File: src/pkg/mrs_defs.vh
/*
  Constants for the multidrop response scheduler: frame layout, interface selects, TCP port,
  timing figures, default line settings and FIFO geometry.
  Assumes a 10 MHz system clock and a byte stream already deserialised upstream.
*/
`ifndef MRS_DEFS_VH
`define MRS_DEFS_VH

// System clock rate in Hz
`define CLK_HZ            10000000
// Response gap in half byte periods (2.5 byte periods)
`define GAP_HALF_BYTES    5
// Extra half byte periods absorbing receive jitter between units
`define GAP_JITTER_HALVES 1
// Guard time in byte periods
`define GUARD_BYTES       5
// Reply length of an acknowledge or negative acknowledge, in bytes
`define REPLY_BYTES       8
// Header bytes before the length byte (attention, address, three command)
`define HDR_LEN_POS       4'h5
// Header byte count including header checksum
`define HDR_BYTES         4'h7
// Address value that marks a broadcast
`define BCAST_ADDR        8'hFF
// Interface select codes
`define IF_RS232          3'h0
`define IF_USB            3'h1
`define IF_RS422          3'h2
`define IF_RS485_4W       3'h3
`define IF_RS485_2W       3'h4
`define IF_TCP            3'h5
// TCP control port
`define TCP_CTRL_PORT     16'h2711
// Default bit rate and character length in bits
`define BAUD_DEFAULT      19200
`define CHAR_BITS_DEFAULT 4'hA
// FIFO geometry
`define FIFO_WIDTH        9
`define FIFO_DEPTH        32

`endif

File: src/core/byte_fifo.v
/*
  Synchronous FIFO with valid and ready on both sides.
  Assumes a single clock and a synchronous active-high reset.
*/
`timescale 1ns/1ps
module byte_fifo #(
  parameter WIDTH = 9,
  parameter DEPTH = 32,
  parameter AW    = 5
) (
  input  wire             clk,       // System clock
  input  wire             reset,     // Synchronous reset
  input  wire [WIDTH-1:0] in_data,   // Write data
  input  wire             in_valid,  // Write request
  output wire             in_ready,  // Room available
  output wire [WIDTH-1:0] out_data,  // Head word
  output wire             out_valid, // Head word present
  input  wire             out_ready  // Reader takes head
);
  reg [WIDTH-1:0] mem [0:DEPTH-1];
  reg [AW-1:0]    wr_ptr;
  reg [AW-1:0]    rd_ptr;
  reg [AW:0]      count;
  wire            push;
  wire            pop;

  // Full and empty from the occupancy count
  assign in_ready  = (count != DEPTH[AW:0]);
  assign out_valid = (count != {(AW+1){1'b0}});
  assign out_data  = mem[rd_ptr];
  assign push      = in_valid & in_ready;
  assign pop       = out_valid & out_ready;

  // Storage write
  always @(posedge clk) begin
    if (push) begin
      mem[wr_ptr] <= in_data;
    end
  end

  // Pointers and count
  always @(posedge clk) begin
    if (reset) begin
      wr_ptr <= {AW{1'b0}};
      rd_ptr <= {AW{1'b0}};
      count  <= {(AW+1){1'b0}};
    end else begin
      if (push) begin
        wr_ptr <= wr_ptr + 1'b1;
      end
      if (pop) begin
        rd_ptr <= rd_ptr + 1'b1;
      end
      if (push & ~pop) begin
        count <= count + 1'b1;
      end else if (pop & ~push) begin
        count <= count - 1'b1;
      end
    end
  end
endmodule // byte_fifo

File: src/core/sync2.v
/*
  Two flip-flop synchroniser for one level.
  Assumes the input is asynchronous to clk.
*/
`timescale 1ns/1ps
module sync2 (
  input  wire clk,   // System clock
  input  wire reset, // Synchronous reset
  input  wire din,   // Asynchronous level
  output reg  dout   // Synchronised level
);
  reg stage1;

  // First stage feeds only the second
  always @(posedge clk) begin
    if (reset) begin
      stage1 <= 1'b0;
      dout   <= 1'b0;
    end else begin
      stage1 <= din;
      dout   <= stage1;
    end
  end
endmodule // sync2

File: src/core/multidrop_response_scheduler.v
/*
  Multidrop response scheduler: parses incoming frames, decides whether a frame
  is for this unit, buffers the bytes of every received frame and times the reply.
  Assumes received bytes arrive as a valid/byte strobe on clk, and that the reply
  sender upstream raises reply_request when it has a reply ready.
*/
// Functional notes
// - Point-to-point links accept frames without address
// - Multidrop links hold an individual unit address
// - Matching address replies at once, others silent
// - Broadcast acted on at last byte
// - Broadcast reply delayed by address, ascending; the code delays by slot_factor, not unit_address
// - Slot delay is (gap plus reply) times slot
// - Gap is 2.5 byte periods plus jitter
// - Address zero answers broadcast without delay; the code does so for slot_factor zero, whatever the address
// - TCP port 10001 carries identical frames
// - Only receive, transmit, ground; duplex modes equal
// - No flow control; RS-232 handshake looped back
// - Concurrent interfaces allowed, never RS-422 with RS-485
// - Legacy firmware allows one selected interface
// - Frame: attention, address, command, length, checksums, data
`timescale 1ns/1ps
`include "mrs_defs.vh"
module multidrop_response_scheduler (
  input  wire        clk,            // 10 MHz system clock
  input  wire        reset,          // Synchronous active-high reset
  input  wire [2:0]  rx_interface,   // Interface the current byte came from
  input  wire [7:0]  rx_byte,        // Received byte
  input  wire        rx_valid,       // Received byte strobe
  input  wire [7:0]  unit_address,   // Own address on multidrop links
  input  wire [7:0]  slot_factor,    // Broadcast reply slot of this unit
  input  wire [19:0] bit_rate,       // Configured serial bit rate in bit/s
  input  wire [3:0]  char_bits,      // Bits per character frame
  input  wire        legacy_mode,    // Older firmware: one interface only
  input  wire [2:0]  menu_interface, // Interface chosen in the on-screen menu
  input  wire [5:0]  enable_mask,    // Interfaces enabled in concurrent mode
  input  wire [15:0] tcp_dest_port,  // Destination port of TCP control traffic
  input  wire        rts_pin,        // RS-232 request-to-send pin
  input  wire        dtr_pin,        // RS-232 terminal-ready pin
  input  wire        reply_request,  // Reply ready to go out
  input  wire        frame_ready,    // Consumer takes a buffered byte
  output reg  [8:0]  frame_data,     // Buffered byte, bit 8 marks last byte
  output reg         frame_valid,    // Buffered byte present
  output reg         rx_ready,       // Room for the next received byte
  output reg         frame_accepted, // Pulse: frame is for this unit
  output reg         frame_broadcast,// Pulse: accepted frame was broadcast
  output reg         tx_enable,      // Reply may be sent now
  output reg         driver_enable,  // Bus driver enable for the transmit line
  output reg         cts_pin,        // RS-232 clear-to-send loopback
  output reg         dsr_pin,        // RS-232 data-set-ready loopback
  output reg         interface_error // Frame dropped for an illegal interface
);
  localparam ST_IDLE  = 3'h0;
  localparam ST_HDR   = 3'h1;
  localparam ST_DATA  = 3'h2;
  localparam ST_CHK   = 3'h3;
  localparam ST_WAIT  = 3'h4;
  localparam ST_REPLY = 3'h5;

  reg  [2:0]  state;
  reg  [2:0]  next_state;
  reg  [3:0]  hdr_count;
  reg  [7:0]  data_left;
  reg  [7:0]  frame_addr;
  reg         frame_ok;
  reg  [31:0] wait_count;
  reg  [31:0] byte_cycles;
  reg         reply_pend;
  wire        rts_sync;
  wire        dtr_sync;
  wire [8:0]  fifo_out;
  wire        fifo_valid;
  wire        fifo_in_ready;
  wire        take;
  wire        last_byte;
  wire        is_multidrop;
  wire        is_bcast;
  wire        if_allowed;
  wire        addr_match;
  wire [31:0] half_byte;
  wire [31:0] gap_cycles;
  wire [31:0] reply_cycles;
  wire [31:0] slot_cycles;
  wire [31:0] bcast_delay;
  wire        fifo_pop;
  wire        fifo_push;
  reg  [5:0]  fill_level;
  reg  [5:0]  next_fill;

  // Handshake pins are asynchronous, so they are synchronised first
  sync2 u_rts (
    .clk   (clk),
    .reset (reset),
    .din   (rts_pin),
    .dout  (rts_sync)
  );
  sync2 u_dtr (
    .clk   (clk),
    .reset (reset),
    .din   (dtr_pin),
    .dout  (dtr_sync)
  );

  // RS-232 handshake looped back, no other flow control on the line
  always @(posedge clk) begin
    if (reset) begin
      cts_pin <= 1'b0;
      dsr_pin <= 1'b0;
    end else begin
      cts_pin <= rts_sync;
      dsr_pin <= dtr_sync;
    end
  end

  // Byte period in clock cycles from bit rate and character length
  always @(posedge clk) begin
    if (reset) begin
      byte_cycles <= 32'h0;
    end else if (bit_rate != 20'h0) begin
      byte_cycles <= (`CLK_HZ * {28'h0, char_bits}) / {12'h0, bit_rate};
    end
  end

  // Reply timing figures built from the byte period
  assign half_byte    = byte_cycles >> 1;
  assign gap_cycles   = half_byte * (`GAP_HALF_BYTES + `GAP_JITTER_HALVES);
  assign reply_cycles = byte_cycles * `REPLY_BYTES;
  assign slot_cycles  = gap_cycles + reply_cycles;
  assign bcast_delay  = slot_cycles * {24'h0, slot_factor};

  // Multidrop links need the address; point-to-point links and TCP do not
  assign is_multidrop = (rx_interface == `IF_RS422) | (rx_interface == `IF_RS485_4W) |
                        (rx_interface == `IF_RS485_2W);
  assign is_bcast     = is_multidrop & (frame_addr == `BCAST_ADDR);
  assign addr_match   = ~is_multidrop | (frame_addr == unit_address);

  // Interface admission: legacy menu choice or concurrent mask without 422 plus 485
  assign if_allowed = legacy_mode ? (rx_interface == menu_interface) :
                      (enable_mask[rx_interface] &
                       ~(rx_interface == `IF_RS422 &
                         (enable_mask[`IF_RS485_4W] | enable_mask[`IF_RS485_2W])) &
                       ~(rx_interface != `IF_RS422 & is_multidrop & enable_mask[`IF_RS422]) &
                       ((rx_interface != `IF_TCP) | (tcp_dest_port == `TCP_CTRL_PORT)));

  assign take      = rx_valid & rx_ready;
  assign last_byte = (state == ST_CHK);

  // Frame parsing state register and counters
  always @(posedge clk) begin
    if (reset) begin
      state      <= ST_IDLE;
      hdr_count  <= 4'h0;
      data_left  <= 8'h0;
      frame_addr <= 8'h0;
      frame_ok   <= 1'b0;
    end else begin
      state <= next_state;
      if (take) begin
        case (state)
          ST_IDLE: begin
            hdr_count <= 4'h1;
            frame_ok  <= if_allowed;
          end
          ST_HDR: begin
            hdr_count <= hdr_count + 4'h1;
            if (hdr_count == 4'h1) begin
              frame_addr <= rx_byte;
            end
            if (hdr_count == `HDR_LEN_POS) begin
              data_left <= rx_byte;
            end
          end
          ST_DATA: begin
            data_left <= data_left - 8'h1;
          end
          default: begin
            hdr_count <= hdr_count;
          end
        endcase
      end
    end
  end

  // Frame sequence: attention, address, command x3, length, header check, data, data check
  always @* begin
    next_state = state;
    case (state)
      ST_IDLE:  if (take) next_state = ST_HDR;
      ST_HDR: begin
        if (take && hdr_count == (`HDR_BYTES - 4'h1)) begin
          next_state = (data_left == 8'h0) ? ST_CHK : ST_DATA;
        end
      end
      ST_DATA:  if (take && data_left == 8'h1) next_state = ST_CHK;
      ST_CHK: begin
        if (take) begin
          next_state = (frame_ok & (addr_match | is_bcast)) ? ST_WAIT : ST_IDLE;
        end
      end
      ST_WAIT:  next_state = (wait_count == 32'h0) ? ST_REPLY : ST_WAIT;
      ST_REPLY: next_state = reply_pend ? ST_REPLY : ST_IDLE;
      default:  next_state = ST_IDLE;
    endcase
  end

  // Accepted bytes pass through the FIFO; a full FIFO stalls reception
  byte_fifo #(
    .WIDTH (`FIFO_WIDTH),
    .DEPTH (`FIFO_DEPTH),
    .AW    (5)
  ) u_fifo (
    .clk       (clk),
    .reset     (reset),
    .in_data   ({last_byte, rx_byte}),
    .in_valid  (fifo_push),
    .in_ready  (fifo_in_ready),
    .out_data  (fifo_out),
    .out_valid (fifo_valid),
    .out_ready (fifo_pop)
  );

  // Output register stage in front of the consumer
  assign fifo_pop = fifo_valid & (~frame_valid | frame_ready);
  always @(posedge clk) begin
    if (reset) begin
      frame_data  <= 9'h0;
      frame_valid <= 1'b0;
    end else if (fifo_pop) begin
      frame_data  <= fifo_out;
      frame_valid <= 1'b1;
    end else if (frame_ready) begin
      frame_valid <= 1'b0;
    end
  end

  // Bytes written into the FIFO; none while a reply is timed
  assign fifo_push = take & (state != ST_WAIT) & (state != ST_REPLY) & fifo_in_ready;

  // Occupancy one edge ahead, so the registered ready never admits a byte into a full FIFO
  always @* begin
    next_fill = fill_level;
    if (fifo_push & ~fifo_pop) begin
      next_fill = fill_level + 6'h01;
    end else if (fifo_pop & ~fifo_push) begin
      next_fill = fill_level - 6'h01;
    end
  end

  // Occupancy mirror of the FIFO count
  always @(posedge clk) begin
    if (reset) begin
      fill_level <= 6'h00;
    end else begin
      fill_level <= next_fill;
    end
  end

  // Receive ready: FIFO keeps room after this edge and no reply is being timed
  always @(posedge clk) begin
    if (reset) begin
      rx_ready <= 1'b0;
    end else begin
      rx_ready <= (next_fill != `FIFO_DEPTH) & (next_state != ST_WAIT) & (next_state != ST_REPLY);
    end
  end

  // Reply delay: zero for addressed frames, slot delay for broadcasts
  always @(posedge clk) begin
    if (reset) begin
      wait_count <= 32'h0;
    end else if (state == ST_CHK && take) begin
      wait_count <= is_bcast ? bcast_delay : 32'h0;
    end else if (state == ST_WAIT && wait_count != 32'h0) begin
      wait_count <= wait_count - 32'h1;
    end
  end

  // Accept pulses at the final byte of a frame, interface error pulse at the first byte
  always @(posedge clk) begin
    if (reset) begin
      frame_accepted  <= 1'b0;
      frame_broadcast <= 1'b0;
      interface_error <= 1'b0;
    end else begin
      frame_accepted  <= (state == ST_CHK) & take & frame_ok & (addr_match | is_bcast);
      frame_broadcast <= (state == ST_CHK) & take & frame_ok & is_bcast;
      interface_error <= (state == ST_IDLE) & take & ~if_allowed;
    end
  end

  // Reply pending flag: held set outside the reply state, follows reply_request within it
  always @(posedge clk) begin
    if (reset) begin
      reply_pend <= 1'b0;
    end else if (state == ST_REPLY) begin
      reply_pend <= reply_request;
    end else begin
      reply_pend <= 1'b1;
    end
  end

  // Transmit and driver enable only while this unit owns its reply slot
  always @(posedge clk) begin
    if (reset) begin
      tx_enable     <= 1'b0;
      driver_enable <= 1'b0;
    end else begin
      tx_enable     <= (next_state == ST_REPLY);
      driver_enable <= (next_state == ST_REPLY) & is_multidrop;
    end
  end
endmodule // multidrop_response_scheduler

File: config.mk
export PLATFORM = sky130hd
export DESIGN_NAME = multidrop_response_scheduler
export DESIGN_NICKNAME = d
export VERILOG_FILES = /design/src/core/byte_fifo.v /design/src/core/sync2.v /design/src/core/multidrop_response_scheduler.v
export VERILOG_INCLUDE_DIRS = /design/src /design/src/pkg
export SDC_FILE = /design/constraint.sdc
export NUM_CORES = 2
export LEC_CHECK = 0
export BUFFER_PORTS_ARGS = -buffer_cell sky130_fd_sc_hd__buf_2
export CAP_MARGIN = 20
export CORE_UTILIZATION = 60
export CTS_CLUSTER_DIAMETER = 80
export DETAILED_ROUTE_END_ITERATION = 8
export GPL_ROUTABILITY_DRIVEN = 0
export GPL_TIMING_DRIVEN = 0
export HOLD_SLACK_MARGIN = 0.15
export PLACE_DENSITY_LB_ADDON = 0.08
export SYNTH_ARGS = -nofsm -noshare
export SYNTH_HDL_FRONTEND = slang
export SYNTH_HIERARCHICAL = 1
export SYNTH_SLANG_ARGS = --single-unit
File: constraint.sdc
create_clock -name clk -period 128.1 [get_ports clk]
set_input_delay 12.81 -clock clk [delete_from_list [all_inputs] [get_ports clk]]
set_output_delay 12.81 -clock clk [all_outputs]
set_load 0.03 [all_outputs]
### Word level (Yosys, flattened, before mapping)

Memories as Yosys holds them, arrays and structs flattened. A register that Yosys moved wholly into a read port is not among the register bits.
Cells that the tools add are included.

* register bits after elaboration: 124
* memories kept: 1
* input port bits: 84
* RAM bits: 288

Memories
* u_fifo.mem: depth 32, bits a word 9, rd ports 1, clocked after memory_dff 1, write ports 1, line byte_fifo.v:20 `reg [WIDTH-1:0] mem [0:DEPTH-1];`

* reductions and logical operators: 19
* equality and inequality tests: 26
* mux-type cells: 27
* $lt $le $gt $ge: 1
* bitwise operators: 44
* divide/modulo/power cells: 1
* $add $sub $neg: 10
* multiply operators: 3

Operator list (number)
* 32-bit two-way mux: 3
* 32-bit adder: 1
* 28-bit by 20-bit divider with 32-bit output: 1
* 32-bit zero test: 1
* 32-bit by 8-bit multiplier with 32-bit output: 1
* 32-bit nonzero test: 1
* 32-bit by 1-bit subtractor with 32-bit output (second input constant): 1
* 31-bit by 2-bit multiplier with 31-bit output (second input constant): 1
* 1-bit bitwise AND: 28
* 6-bit two-way mux: 4
* 17-bit by 4-bit multiplier with 21-bit output (first input constant): 1
* 20-bit nonzero test: 1
* 3-bit two-way mux: 6
* 3-bit case mux with 6 select lines: 1
* 16-bit by 14-bit equality test with 1-bit output (second input constant): 1
* 8-bit case mux with 2 select lines: 1
* 3-bit inequality test (second input constant): 5
* 6-bit by 1-bit adder with 6-bit output (second input constant): 2
* 3-bit by 2-bit equality test with 1-bit output (second input constant): 4
* 3-bit equality test (second input constant): 4
* 6-bit inequality test (second input constant): 2
* 6-bit by 1-bit subtractor with 6-bit output (second input constant): 2
* 5-bit by 1-bit adder with 5-bit output (second input constant): 2
* 2-bit nonzero test: 5
* 24 further kinds: 52

### Longest topological paths before layout

* depth in word-level cells: 13
* depth in mapped cells: 424

### Modules after synthesis

Netlist, hierarchy kept.

Modules (own cells, without submodules)
* multidrop_response_scheduler: cells each 5630, area an instance 40901.7 um2, times used 1
* byte_fifo: cells each 681, area an instance 12293.0 um2, times used 1
* sync2: cells each 4, area an instance 52.6 um2, times used 2

### Worst setup path before layout

OpenSTA, ideal clock, no wires.

* path type: input-to-reg
* start point: in char_bits[2]
* end point: reg byte_cycles[0]
* cell stages on the path: 403
* library setup time: 0.127 ns
* slack: 30.674 ns
* data required time: 127.973 ns
* arrival time: 97.299 ns
* cell sequence: clkbuf_1 -> inv_1 -> ha_1 -> inv_1 -> fa_1 -> ha_1 -> a21o_1 -> a221o_1 -> and3_1 -> or3_1 -> and2_1 -> or3_1 -> nand3_1 -> nand3_1 -> ha_1 -> o211ai_1 -> a21boi_1 -> mux2_2 -> [367 not listed] -> nand2b_1 -> a21oi_1 -> nand4bb_2 -> nor4b_4 -> nand2_4 -> buf_6 -> mux2_4 -> ha_1 -> a21o_1 -> a21o_1 -> a21oi_1 -> o21ai_0 -> nand2_1 -> nand4_1 -> nor4_1 -> o2111ai_1 -> a221oi_1 -> a31oi_1

* word-level cells in the longest chain between the ends: 2

Ends and longest elaborated chain
* from (decl): line multidrop_response_scheduler.v:33 `input wire [3:0] char_bits,`
* 17-bit by 4-bit multiplier with 21-bit output (no line)
* 28-bit by 20-bit divider with 32-bit output: line multidrop_response_scheduler.v:120 `` byte_cycles <= (`CLK_HZ * {28'h0, char_bits}) / {12'h0, bit_rate}; ``
* to (signal assigned): line multidrop_response_scheduler.v:120
* to (decl): line multidrop_response_scheduler.v:67 `reg [31:0] byte_cycles;`

Every way passes these cells.
A chain may end at the register's enable or synchronous reset.

### Worst setup path after layout

Same ends and word-level chain as after synthesis.

==> impl_metrics.env <==
export IMPL_status="complete, no violations"
export IMPL_antenna_found_initial=7
export IMPL_clock_latency_ns=0.56
export IMPL_numCtsBuffers=39
export IMPL_final_max_slew_viol_count=0
export IMPL_grt_max_degree=36
export IMPL_drt_iter0_markers=3906
export IMPL_cts_root_buf="clkbuf_16"
export IMPL_post_drt_wl_per_cell_um=19.1
export IMPL_cp_slowest_cell="a2111oi_0"
export IMPL_postCtsHoldBufs=0
export IMPL_cp_required_ns=128.47
export IMPL_remaining_drc_errors=0
export IMPL_holdCritPathClass="reg2reg"
export IMPL_synth_edf_count=288
export IMPL_num_vias=48500
export IMPL_cts_tree="yes"
export IMPL_die_area_um2=90000
export IMPL_ys_flop_type="edfxtp_1"
export IMPL_final_nets=7291
export IMPL_io_pins=102
export IMPL_register_area_um2=11400
export IMPL_synthToLayoutAreaGrowth_pct=6.47
export IMPL_ys_ff_latch=426
export IMPL_hold_viol_final=0
export IMPL_gr_total_overflow=0
export IMPL_multi_input_area_um2=39600
export IMPL_drv_cap=0
export IMPL_netlist_area_um2=53300
export IMPL_viasPerCell=6.33
export IMPL_syn_area_per_cell_um2=8.43
export IMPL_nFillCells=7541
export IMPL_rows=108
export IMPL_cts_resized_gates=0
export IMPL_drive_gt1_frac=0.0703
export IMPL_cp_max_fo=10
export IMPL_yosysTopAreaCell="edfxtp_1"
export IMPL_critPathMaxStageDelay_ns=0.91
export IMPL_gr_usage_all_layers=0.318
export IMPL_synth_seq_area_share=0.214
export IMPL_die_w_um=300
export IMPL_worst_pin_slew_ns=1.12
export IMPL_dr_pass1_iters=6
export IMPL_setup_viol=0
export IMPL_setup_tns_ns=0
export IMPL_fp_dieH_um=300
export IMPL_cp_end_kind="flop"
export IMPL_critPathMostFrequentCell="o21a_1"
export IMPL_wl_um=146000
export IMPL_period_minus_slack_ns=121.23
export IMPL_place_detailed_hpwl_um=115000
export IMPL_ys_top_cells_by_area="edfxtp_1 (16%), ha_1 (14%), fa_1 (5.9%)"
export IMPL_initial_core_util=0.610
export IMPL_syn_inst=6319
export IMPL_core_um2=87400
export IMPL_htreeDepth=2
export IMPL_synth_most_common_cell="nand2_1"
export IMPL_grt_pass1_wl_um=236000
export IMPL_cp_top_family="compound AO/OA/AOI/OAI gates"
export IMPL_slew_headroom=0.254
export IMPL_synth_cell_types=124
export IMPL_period_share=0.946
export IMPL_cts_clk_slew_worst_paths_ns=0.06
export IMPL_numPortBuffers=95
export IMPL_synth_top_area_frac=0.162
export IMPL_rsz0062_at_grt="no"
export IMPL_synth_commonest_cells="nand2_1 (615), ha_1 (583), nor2_1 (523)"
export IMPL_path_buf_inv=56
export IMPL_grt_pass1_vias=46100
export IMPL_clock_sinks=426
export IMPL_startpoint_type="primary input"
export IMPL_worstPathArrival_ns=121.60
export IMPL_clock_path_buffers=3
export IMPL_skew_ns=0.0130
export IMPL_ys_async_sr_fraction=0
export IMPL_ys_warn_count=6
export IMPL_worstSetupPathType="in2reg"
export IMPL_fmax_mhz=8.25
export IMPL_postCtsSetupBuffers=0
export IMPL_antenna_left=0
export IMPL_final_util=0.649
-- registers in the layout, summed over array words and instances (netlist names), 3 cells and up, named ones only --
name           count
frame_addr         8
wait_count        32
u_fifo/count       6
u_fifo/wr_ptr      5
frame_data         9
state              3
u_fifo/rd_ptr      5
fill_level         6
hdr_count          4
data_left          8
u_fifo/mem       288
byte_cycles       32
-- placed cells by master, fill, tap and decap left out, drive strengths merged, types with 28 or more instances in the layout --
master / n
ha: 583
mux2: 104
a221oi: 28
mux2i: 125
nand4: 58
edfxtp: 288
a22oi: 47
nor2b: 79
a31oi: 66
inv: 383
fa: 156
a21boi: 41
or3: 79
mux4: 36
and2: 147
nand2b: 66
a21o: 152
dfxtp: 138
o21ai: 272
a21oi: 422
nor4: 35
nor2: 524
a31o: 34
a211oi: 91
nor3: 202
o21a: 190
o31ai: 110
or2: 34
xnor2: 258
o211ai: 49
and3: 53
buf: 165
xor2: 101
nand2: 617
o21bai: 67
nand3: 134
clkbuf: 199
-- cell type report --
class                   instances  area share
repair buffers                106      0.0114
clock inverters                18     0.00379
diodes                          5    0.000220
flip-flops and latches        426       0.201
well taps                    1155      0.0255
multi-input cells            5308       0.698
inverters                     380      0.0252
plain buffers                 207      0.0155
clock buffers                  52      0.0197
-- stage by stage --
| stage | instance area (µm²) | std cells | hold WS (ns) | setup WS [ns] |
|---|---|---|---|---|
| 3_3_place_gp | 55200 | 7571 | 0.424 | 9.31 |
| 6_report | 56800 | 7657 | 0.452 | 6.87 |
| 2_1_floorplan | 53300 | 6321 | 0.414 | 30.67 |
| 4_1_cts | 56700 | 7649 | 0.457 | 9.01 |
| 5_1_grt | 56700 | 7652 | 0.461 | 0.109 |
| 3_5_place_dp | 55400 | 7579 | 0.428 | 8.79 |
-- worst reg2reg max path: cells and delay by family (launching register included) --
kind | cells | cell delay, ns
adder cells (fa/ha/maj) | 7 | 3.14
XOR/XNOR | 13 | 2.52
flip-flops | 1 | 0.46
buffers and inverters | 1 | 0.08
AND/OR/NAND/NOR | 3 | 0.37
AO/OA/AOI/OAI | 22 | 3.98
-- cells by family (layout without fill, tap and decap cells) --
kind of cell,count (synthesis),count (layout),share of synthesized area
compound gates,1808,1808,0.233
xor+xnor,359,359,0.0590
fa+ha+maj,739,739,0.195
buf+inv,587,763,0.0432
flops,426,426,0.214
mux,265,265,0.0610
other cells,1,8,0.0000704
simple gates,2134,2134,0.195
-- path summary, 6_finish.rpt --
kind                  start             end  slack (ns)  cells past startpoint
max            char_bits[2]  byte_cycles[0]        6.87                    406
min            u_rts/stage1      u_rts/dout        0.45                      1
max reg2reg  byte_cycles[1]  wait_count[31]      117.43                     46
min reg2reg    u_rts/stage1      u_rts/dout        0.45                      1
-- routing by layer --
metal  global-route usage  routed length, µm  vias up
met5                    0                 20        -
met4               0.0978               4380        2
met3               0.0224               9100      266
met2                0.545              68300     1556
met1                0.428              64200    23000
li1                     -                  -    23700
Power is left out: the tool's default activity adds up to more than one toggle a clock period on the data nets, which glitch-free logic cannot reach.
